`src/lesid_pkg.sv`:
```
/*
  constants and carrier types for the link enhancement and subsystem
  identification register bank.
  assumes a 32-bit apb3 slave port and a 6-bit stream format code.
*/
package lesid_pkg;
  // ----------------------------------------------------------------
  // register byte offsets
  // ----------------------------------------------------------------
  localparam logic [7:0] LESID_ENH_OFFSET = 8'hf4;
  localparam logic [7:0] LESID_ALIAS_OFFSET = 8'hf8;
  localparam logic [7:0] LESID_SUBSYS_OFFSET = 8'h2c;

  // ----------------------------------------------------------------
  // enhancement control field positions
  // ----------------------------------------------------------------
  localparam int LESID_MPEG_BIT = 10;
  localparam int LESID_DV_BIT = 8;
  localparam int LESID_PRIO_BIT = 7;
  localparam int LESID_PROG_BIT = 6;
  localparam int LESID_ACCEL_BIT = 1;

  // ----------------------------------------------------------------
  // alias field positions and reset values
  // ----------------------------------------------------------------
  localparam int LESID_DEV_LSB = 16;
  localparam int LESID_VEN_LSB = 0;
  localparam logic [31:0] LESID_ALIAS_RESET = 32'h0000_0000;
  localparam logic [31:0] LESID_ZERO_WORD = 32'h0000_0000;

  // ----------------------------------------------------------------
  // stream format codes
  // ----------------------------------------------------------------
  localparam logic [5:0] LESID_FMT_MPEG = 6'h20;
  localparam logic [5:0] LESID_FMT_DV = 6'h00;

  // ----------------------------------------------------------------
  // carrier types
  // ----------------------------------------------------------------
  typedef struct packed {
    logic mpeg_timestamp_enable;
    logic dv_timestamp_enable;
    logic priority_request_enable;
    logic accel_enable;
  } lesid_enh_t;

  localparam lesid_enh_t LESID_ENH_RESET = '{1'b0, 1'b0, 1'b0, 1'b0};

  typedef struct packed {
    logic valid;
    logic [15:0] data;
  } lesid_eeprom_t;
endpackage : lesid_pkg

```
`src/lesid_regs.sv`:
```
/*
  link enhancement control (low half) and subsystem id alias registers,
  reached as an apb3 slave with one wait state.
  assumes the host controller supplies its enhancement gate and the
  current transmit stream format on this clock; global_reset_n is a pin.
*/
`timescale 1ns/10ps
module lesid_regs (
  input wire logic clk,
  input wire logic sys_rst,
  input wire logic global_reset_n,
  input wire logic psel,
  input wire logic penable,
  input wire logic pwrite,
  input wire logic [7:0] paddr,
  input wire logic [31:0] pwdata,
  output logic [31:0] prdata,
  output logic pready,
  output logic pslverr,
  input wire logic phy_enhancement_gate,
  input wire logic [5:0] stream_format_code,
  input wire lesid_pkg::lesid_eeprom_t eeprom_load,
  output logic timestamp_enhance_active,
  output logic priority_arb_enable,
  output logic phy_accel_notify,
  output logic phy_program_permit,
  output logic [15:0] subsystem_device_alias,
  output logic [15:0] subsystem_vendor_alias
);
  // ----------------------------------------------------------------
  // global reset synchroniser
  // ----------------------------------------------------------------
  // no reset on these flops: sys_rst must not fake a global reset
  logic global_reset_n_meta_reg;
  logic global_reset_n_sync_reg;
  logic global_reset_n_active;

  always_ff @(posedge clk)
  begin
    global_reset_n_meta_reg <= global_reset_n;
    global_reset_n_sync_reg <= global_reset_n_meta_reg;
  end

  assign global_reset_n_active = ~global_reset_n_sync_reg;

  // ----------------------------------------------------------------
  // apb decode
  // ----------------------------------------------------------------
  logic setup_phase;
  logic access_done;
  logic wr_enh;
  logic wr_alias;
  logic hit_enh;
  logic hit_alias;
  logic hit_subsys;

  assign setup_phase = psel & ~penable;
  assign access_done = psel & penable & pready;
  assign hit_enh = (paddr == lesid_pkg::LESID_ENH_OFFSET);
  assign hit_alias = (paddr == lesid_pkg::LESID_ALIAS_OFFSET);
  assign hit_subsys = (paddr == lesid_pkg::LESID_SUBSYS_OFFSET);
  assign wr_enh = access_done & pwrite & hit_enh;
  assign wr_alias = access_done & pwrite & hit_alias;

  // ----------------------------------------------------------------
  // enhancement control storage
  // ----------------------------------------------------------------
  // only the four functional bits have storage, so every reserved
  // slot, bit 6 included, reads zero and shrugs off writes
  lesid_pkg::lesid_enh_t enh_reg;
  lesid_pkg::lesid_enh_t enh_next;

  always_comb
  begin
    enh_next = enh_reg;
    if (wr_enh)
    begin
      enh_next.mpeg_timestamp_enable = pwdata[lesid_pkg::LESID_MPEG_BIT];
      enh_next.dv_timestamp_enable = pwdata[lesid_pkg::LESID_DV_BIT];
      enh_next.priority_request_enable = pwdata[lesid_pkg::LESID_PRIO_BIT];
      enh_next.accel_enable = pwdata[lesid_pkg::LESID_ACCEL_BIT];
    end
    else if (eeprom_load.valid)
    begin
      enh_next.mpeg_timestamp_enable = eeprom_load.data[lesid_pkg::LESID_MPEG_BIT];
      enh_next.dv_timestamp_enable = eeprom_load.data[lesid_pkg::LESID_DV_BIT];
      enh_next.priority_request_enable = eeprom_load.data[lesid_pkg::LESID_PRIO_BIT];
      enh_next.accel_enable = eeprom_load.data[lesid_pkg::LESID_ACCEL_BIT];
    end
  end

  // sys_rst deliberately absent: these bits survive it
  always_ff @(posedge clk)
  begin
    if (global_reset_n_active)
      enh_reg <= lesid_pkg::LESID_ENH_RESET;
    else
      enh_reg <= enh_next;
  end

  // eeprom bit 6 belongs to the host controller, forward it there
  logic prog_permit_reg;

  always_ff @(posedge clk)
  begin
    if (global_reset_n_active)
      prog_permit_reg <= 1'b0;
    else if (eeprom_load.valid)
      prog_permit_reg <= eeprom_load.data[lesid_pkg::LESID_PROG_BIT];
  end

  // ----------------------------------------------------------------
  // subsystem alias and id registers
  // ----------------------------------------------------------------
  logic [31:0] alias_reg;
  logic [31:0] subsys_id_reg;

  always_ff @(posedge clk)
  begin
    if (global_reset_n_active)
    begin
      alias_reg <= lesid_pkg::LESID_ALIAS_RESET;
      subsys_id_reg <= lesid_pkg::LESID_ALIAS_RESET;
    end
    else if (wr_alias)
    begin
      alias_reg <= pwdata;
      subsys_id_reg <= pwdata;
    end
  end

  // ----------------------------------------------------------------
  // read data
  // ----------------------------------------------------------------
  logic [31:0] enh_word;
  logic [31:0] rdata_next;

  always_comb
  begin
    enh_word = lesid_pkg::LESID_ZERO_WORD;
    enh_word[lesid_pkg::LESID_MPEG_BIT] = enh_reg.mpeg_timestamp_enable;
    enh_word[lesid_pkg::LESID_DV_BIT] = enh_reg.dv_timestamp_enable;
    enh_word[lesid_pkg::LESID_PRIO_BIT] = enh_reg.priority_request_enable;
    enh_word[lesid_pkg::LESID_ACCEL_BIT] = enh_reg.accel_enable;
    if (hit_enh)
      rdata_next = enh_word;
    else if (hit_alias)
      rdata_next = alias_reg;
    else if (hit_subsys)
      rdata_next = subsys_id_reg;
    else
      rdata_next = lesid_pkg::LESID_ZERO_WORD;
  end

  // ----------------------------------------------------------------
  // apb response: one wait state, data latched at setup
  // ----------------------------------------------------------------
  logic pready_reg;
  logic pslverr_reg;
  logic [31:0] prdata_reg;

  always_ff @(posedge clk)
  begin
    if (sys_rst)
      pready_reg <= 1'b0;
    else
      pready_reg <= setup_phase;
  end

  always_ff @(posedge clk)
  begin
    if (sys_rst)
      pslverr_reg <= 1'b0;
    else if (setup_phase)
      pslverr_reg <= ~(hit_enh | hit_alias | (hit_subsys & ~pwrite));
    else
      pslverr_reg <= 1'b0;
  end

  always_ff @(posedge clk)
  begin
    if (sys_rst)
      prdata_reg <= lesid_pkg::LESID_ZERO_WORD;
    else if (setup_phase & ~pwrite)
      prdata_reg <= rdata_next;
  end

  // ----------------------------------------------------------------
  // enhancement outputs, gated by the host controller
  // ----------------------------------------------------------------
  logic ts_active_reg;
  logic prio_reg;
  logic accel_reg;
  logic mpeg_hit;
  logic dv_hit;

  assign mpeg_hit = enh_reg.mpeg_timestamp_enable &
                    (stream_format_code == lesid_pkg::LESID_FMT_MPEG);
  assign dv_hit = enh_reg.dv_timestamp_enable &
                  (stream_format_code == lesid_pkg::LESID_FMT_DV);

  always_ff @(posedge clk)
  begin
    if (sys_rst)
    begin
      ts_active_reg <= 1'b0;
      prio_reg <= 1'b0;
      accel_reg <= 1'b0;
    end
    else
    begin
      ts_active_reg <= phy_enhancement_gate & (mpeg_hit | dv_hit);
      prio_reg <= phy_enhancement_gate & enh_reg.priority_request_enable;
      accel_reg <= phy_enhancement_gate & enh_reg.accel_enable;
    end
  end

  assign prdata = prdata_reg;
  assign pready = pready_reg;
  assign pslverr = pslverr_reg;
  assign timestamp_enhance_active = ts_active_reg;
  assign priority_arb_enable = prio_reg;
  assign phy_accel_notify = accel_reg;
  assign phy_program_permit = prog_permit_reg;
  assign subsystem_device_alias = subsys_id_reg[31:lesid_pkg::LESID_DEV_LSB];
  assign subsystem_vendor_alias = subsys_id_reg[15:lesid_pkg::LESID_VEN_LSB];
endmodule : lesid_regs

```
`config.mk`:
```
export PLATFORM = sky130hd
export DESIGN_NAME = lesid_regs
export DESIGN_NICKNAME = d
export VERILOG_FILES = /design/src/lesid_pkg.sv /design/src/lesid_regs.sv
export SDC_FILE = /design/constraint.sdc
export NUM_CORES = 1
export LEC_CHECK = 0
export BUFFER_PORTS_ARGS = -buffer_cell sky130_fd_sc_hd__buf_4
export CAP_MARGIN = 30
export CELL_PAD_IN_SITES_DETAIL_PLACEMENT = 1
export CELL_PAD_IN_SITES_GLOBAL_PLACEMENT = 1
export CORE_ASPECT_RATIO = 0.5
export CORE_UTILIZATION = 36
export DETAILED_ROUTE_END_ITERATION = 7
export PLACE_DENSITY_LB_ADDON = 0.1
export SLEW_MARGIN = 30
export SYNTH_ARGS = -nofsm -noshare
export SYNTH_HDL_FRONTEND = slang
export SYNTH_SLANG_ARGS = --single-unit
```
`constraint.sdc`:
```
create_clock -name clk -period 4.7 [get_ports clk]
set_input_delay 0.94 -clock clk [delete_from_list [all_inputs] [get_ports clk]]
set_output_delay 0.94 -clock clk [all_outputs]
set_load 0.05 [all_outputs]
```
==> results of run 1 <==
synth_stat cells:
master,instances,area (um2)
dfxtp_1,76,1520
nand2_1,64,240
mux2i_1,38,380
a22o_1,28,245
clkbuf_1,10,37.5
nor3b_1,6,45.0
nand2b_1,5,31.3
nor2_1,4,15.0
o211ai_1,4,30.0
buf_4,3,22.5
buf_6,3,33.8
a221o_1,2,20.0
a221o_2,2,22.5
inv_1,2,7.51
or4b_4,2,27.5
a211oi_4,1,20.0
buf_1,1,3.75
buf_2,1,5.00
nand3_1,1,5.00
nand4_1,1,6.26
nand4b_1,1,8.76
nand4bb_2,1,16.3
nor2b_1,1,6.26
nor3_1,1,5.00
nor3_2,1,10.0
nor4_1,1,6.26
nor4_2,1,12.5
nor4_4,1,21.3
o31ai_1,1,7.51
or2b_1,1,7.51
or3b_2,1,8.76
or4_1,1,7.51
xnor2_1,1,8.76
report_power, final:
group / switching, mW / total, mW / leakage, nW / internal (mW)
Sequential: 0.0113 / 0.660 / 0.615 / 0.649
Clock: 0.271 / 0.673 / 0.147 / 0.403
Combinational: 0.0363 / 0.0807 / 1.04 / 0.0443
cell type report:
| type | count | share of cell area |
|---|---|---|
| Clock buffer | 11 | 0.0632 |
| Inverter | 2 | 0.00180 |
| Timing Repair Buffer | 131 | 0.236 |
| Multi-Input combinational cell | 171 | 0.294 |
| Tap cell | 108 | 0.0324 |
| Clock inverter | 5 | 0.00749 |
| Sequential cell | 76 | 0.365 |
cell families after synthesis:
kind of cell,share of synthesized area
AO/OA/AOI/OAI,0.121
multiplexers,0.134
XOR/XNOR,0.00308
AND/OR/NAND/NOR,0.169
buffers and inverters,0.0387
flip-flops,0.535
routing by layer:
metal  wire length (um)  vias up  GRT usage
li1                   -     1191          -
met1               3470     1185      0.227
met2               3760       72      0.344
met3                461       10     0.0760
met4                 91        0     0.0618
met5                  0        -          0
per-stage QoR:
step                      power (mW)  hold slack [ns]
final                           1.41            0.327
after global routing            1.47            0.331
after CTS                       1.43            0.325
after detailed placement       0.756            0.313
after global placement         0.753            0.311
after floorplan                0.705            0.310
worst max-delay path: cells and delay by family:
| kind | cells | cell delay, ns |
|---|---|---|
| AND/OR/NAND/NOR | 1 | 0.56 |
| buffers and inverters | 2 | 0.48 |
| AO/OA/AOI/OAI | 2 | 0.91 |
path summary, 6_finish.rpt:
kind / slack [ns] / cells past startpoint / to / from
worst min register to register: 0.33 / 0 / global_reset_n_sync_reg / global_reset_n_meta_reg
worst max register to register: 3.25 / 4 / subsys_id_reg[21] / pready
worst max-delay path: 2.08 / 5 / prdata[1] / paddr[4]
worst min-delay path: 0.33 / 0 / global_reset_n_sync_reg / global_reset_n_meta_reg
==> metrics.csv, run 1 <==
metric,value,unit
placed cell count,488,
core area,7490,um2
non-filler instance count after layout,504,
Required @ worst endpoint,4.98,ns
most frequent cells in the layout,"buf_4, dfxtp_1, nand2_1",
CP peak stage delay,0.73,ns
vias in the first global route,2469,
Initial DRC Count,98,
share of cells above drive strength 1,0.402,
Die Wd,128,um
Critical Path Source Type,input pin,
post-CTS setup buffer count,0,
initial antenna violation count,0,
Die ar.,8290,um2
Synth Area per Inst,10.7,um2
n_diodes,0,
Max Root-Sink Buffers,2,
DRC,0,
per-cell routed wire length,15.4,um
Final WS setup,2.08,ns
CTS H-tree depth,3,
final core utilization,0.558,
CTS tree,yes,
Finish-stage setup viols,0,
DP Wirelength,5520,um
"most used cell, CP",buf_4,
Tot GR Track Use,0.198,
FP Rows,22,
relative slew slack,0.413,
critical path class,in -> reg,
"antenna viol nets, final",0,
PostCTS Resize Cnt,0,
#FFs+latches synth,76,
Mapped Cells,267,
"leading cell type in the layout, fill and taps excluded",buf_4,
period utilization,0.557,
max cap viols,0,
sequential area share after synthesis,0.535,
CP max FO,17,
post-synth cell types,33,
yosys synthesis warning count,0,
height of the die,64.9,um
Vias,2458,
Layout Skew,0.00785,ns
status,"complete, no violations",
final number of hold-violating endpoints,0,
PortBufs,128,
Post-Place Setup Slack,1.71,ns
worst vdd ir,0.000207,V
hold crit path type,reg -> reg,
Starting Density,0.380,
Setup crit end kind,flip-flop,
footprint of the multi-input gates,1230,um2
RSZ-0062 raised after global routing,false,
CP Data Arrival Time,2.90,ns
gr ovfl total,0,
"Slowest-stage cell, CP",a211oi_4,
CTS Buf Count,9,
max frequency,382,MHz
via/cell ratio,4.88,
crit path cell chain,buf_4 > or4b_4 > a211oi_4 > buf_4 > a221o_2,
clk root buf,clkbuf_16,
CTS Sinks,76,
worst-margin pin slew,0.878,ns
max-slew violation count,0,
largest net degree at the start of global routing,70,
first-pass GRT wire length,12300,um
cell area power density,339,nW/um2
leakage power,1.80,nW
Routed WL,7790,um
"Reg clk slew, reported paths",0.06,ns
minimum clock period,2.62,ns
worst skew pair latency,0.34,ns
fin nets,461,
post-route setup TNS,0,ns
final instance area,4180,um2
FF/Latch Area,1530,um2
Layout area overhead,46.7,%
GP Congestion,0.772,
dpl cell area,3880,um2
Top Ports,140,
"Net Count, Synth",337,
Fillers,839,
drt pass-1 iters,4,
Mapped Area,2850,um2
cts hold-fix bufs,0,
Power figures use the tool's default switching activity.
==> run 2, diff against run 1 <==
- ABC_AREA: default -> 1
- CORE_UTILIZATION: 36 -> 29
- clock period: 4.7 -> 2.4 ns (I/O delays scaled with it)
==> metrics.csv, run 2 <==
metric,value,unit
status,"complete, no violations",
critical path class,in -> reg,
"Reg clk slew, reported paths",0.06,ns
first-pass GRT wire length,14400,um
cell area power density,629,nW/um2
max cap viols,0,
Mapped Cells,447,
gr ovfl total,0,
final hold slack,0.261,ns
sequential area share after synthesis,0.483,
Die ar.,11300,um2
CP max FO,8,
max-slew violation count,0,
"leading cell type in the layout, fill and taps excluded",nand2_1,
CTS H-tree depth,3,
clk root buf,clkbuf_16,
Mapped Area,3150,um2
Vias,3198,
via/cell ratio,4.48,
Synth Area per Inst,7.04,um2
core area,10400,um2
Setup crit end kind,flip-flop,
Critical Path Source Type,input pin,
DRC,0,
Starting Density,0.303,
CTS tree,yes,
cts hold-fix bufs,0,
period utilization,0.635,
PortBufs,128,
max frequency,656,MHz
Initial DRC Count,82,
"antenna viol nets, final",0,
final number of hold-violating endpoints,0,
"Net Count, Synth",517,
worst-margin pin slew,0.470,ns
yosys synthesis warning count,0,
vias in the first global route,2904,
height of the die,75.7,um
#FFs+latches synth,76,
worst skew pair latency,0.32,ns
Finish-stage setup viols,0,
relative slew slack,0.686,
GP Congestion,0.775,
worst vdd ir,0.000410,V
largest cells by area after synthesis,"dfxtp_1, nand2_1, a21oi_1, nor2_1, inv_1",
Die Wd,149,um
ys flop type,dfxtp_1,
n_diodes,0,
most frequent cells in the layout,"nand2_1, buf_4, dfxtp_1",
FP Rows,26,
DP Wirelength,6740,um
RSZ-0062 raised after global routing,false,
initial antenna violation count,0,
PostCTS Resize Cnt,0,
Routed WL,9420,um
minimum clock period,1.52,ns
Layout Skew,0.00450,ns
Required @ worst endpoint,2.65,ns
Tot GR Track Use,0.167,
top cell type by total area after synthesis,dfxtp_1,
post-CTS setup buffer count,0,
CTS Buf Count,9,
largest net degree at the start of global routing,55,
share of the synthesized area in the top cell type,0.483,
Top Ports,140,
synth cell count leaders,"nand2_1, dfxtp_1, a21oi_1",
post-route setup TNS,0,ns
"count leader, synth",nand2_1,
share of synthesized registers carrying an async set or reset,0,
share of cells above drive strength 1,0.277,
CP Data Arrival Time,1.77,ns
leakage power,1.85,nW
drt pass-1 iters,4,
Max Root-Sink Buffers,2,
CTS Sinks,76,
hold crit path type,in -> reg,
fin nets,639,
per-cell routed wire length,13.2,um
Layout area overhead,43.2,%
Post-synth EDFFs,0,
post-synth cell types,23,
run 2: changes by cell type in the layout (fill, tap and decap cells not counted), moves of 5 or more:
cell,before,now
nand2b_1,5,0
nor2_1,3,48
a21oi_1,0,64
nor3b_1,6,0
nand2_1,64,150
a22o_1,28,0
mux2i_1,38,0
inv_1,2,45
nand3_1,1,15
o21ai_0,0,6
run 2: routing by layer:
| layer | GRT usage | share of wire |
|---|---|---|
| met5 | 0 | 0 |
| met4 | 0.0340 | 0.0032 |
| met3 | 0.0623 | 0.062 |
| met2 | 0.278 | 0.45 |
| met1 | 0.209 | 0.48 |
run 2: kinds of logic after synthesis:
group | Yosys count | synth area share
DFF | 76 | 0.483
and+or+nand+nor | 229 | 0.301
AOI/OAI and AO/OA | 73 | 0.118
buffers and inverters | 69 | 0.0970
run 2: final cells by class:
type	count	area (um2)
Inverter	48	181
Clock buffer	12	256
Sequential cell	76	1520
Tap cell	140	175
Timing Repair Buffer	132	1000
Fill cell	1346	5870
Multi-Input combinational cell	302	1320
Clock inverter	4	47.5
run 2: worst paths after layout:
path	slack (ns)	startpoint	end	cells past startpoint
worst max-delay path	0.88	paddr[4]	enh_reg[0]	8
worst max register to register	0.95	pready	subsys_id_reg[27]	6
worst min-delay path	0.26	global_reset_n	global_reset_n_meta_reg	1
worst min register to register	0.33	global_reset_n_meta_reg	global_reset_n_sync_reg	0
run 2: metrics by stage:
step	total power [mW]	instances	utilization	setup WS, ns	instance area (um2)
CTS	2.90	714	0.434	0.874	4510
global placement	1.50	698	0.405	0.544	4200
global route	2.95	714	0.434	0.747	4510
detailed placement	1.51	698	0.405	0.539	4200
finish	2.84	714	0.434	0.877	4510
floorplan	1.39	447	-	0.869	3150
run 2: critical path, stage by stage:
cell and delay, ns:
buf_4 0.08, nand2_1 0.06, nor2_2 0.35, buf_4 0.22
nand3_1 0.23, nand2_1 0.16, nand2_1 0.07, a21oi_1 0.11
run 2: power breakdown:
group | total (mW) | internal (mW) | switching (mW)
Combinational | 0.196 | 0.0886 | 0.108
Sequential | 1.28 | 1.27 | 0.00609
Clock | 1.36 | 0.859 | 0.502
Total | 2.84 | 2.22 | 0.616
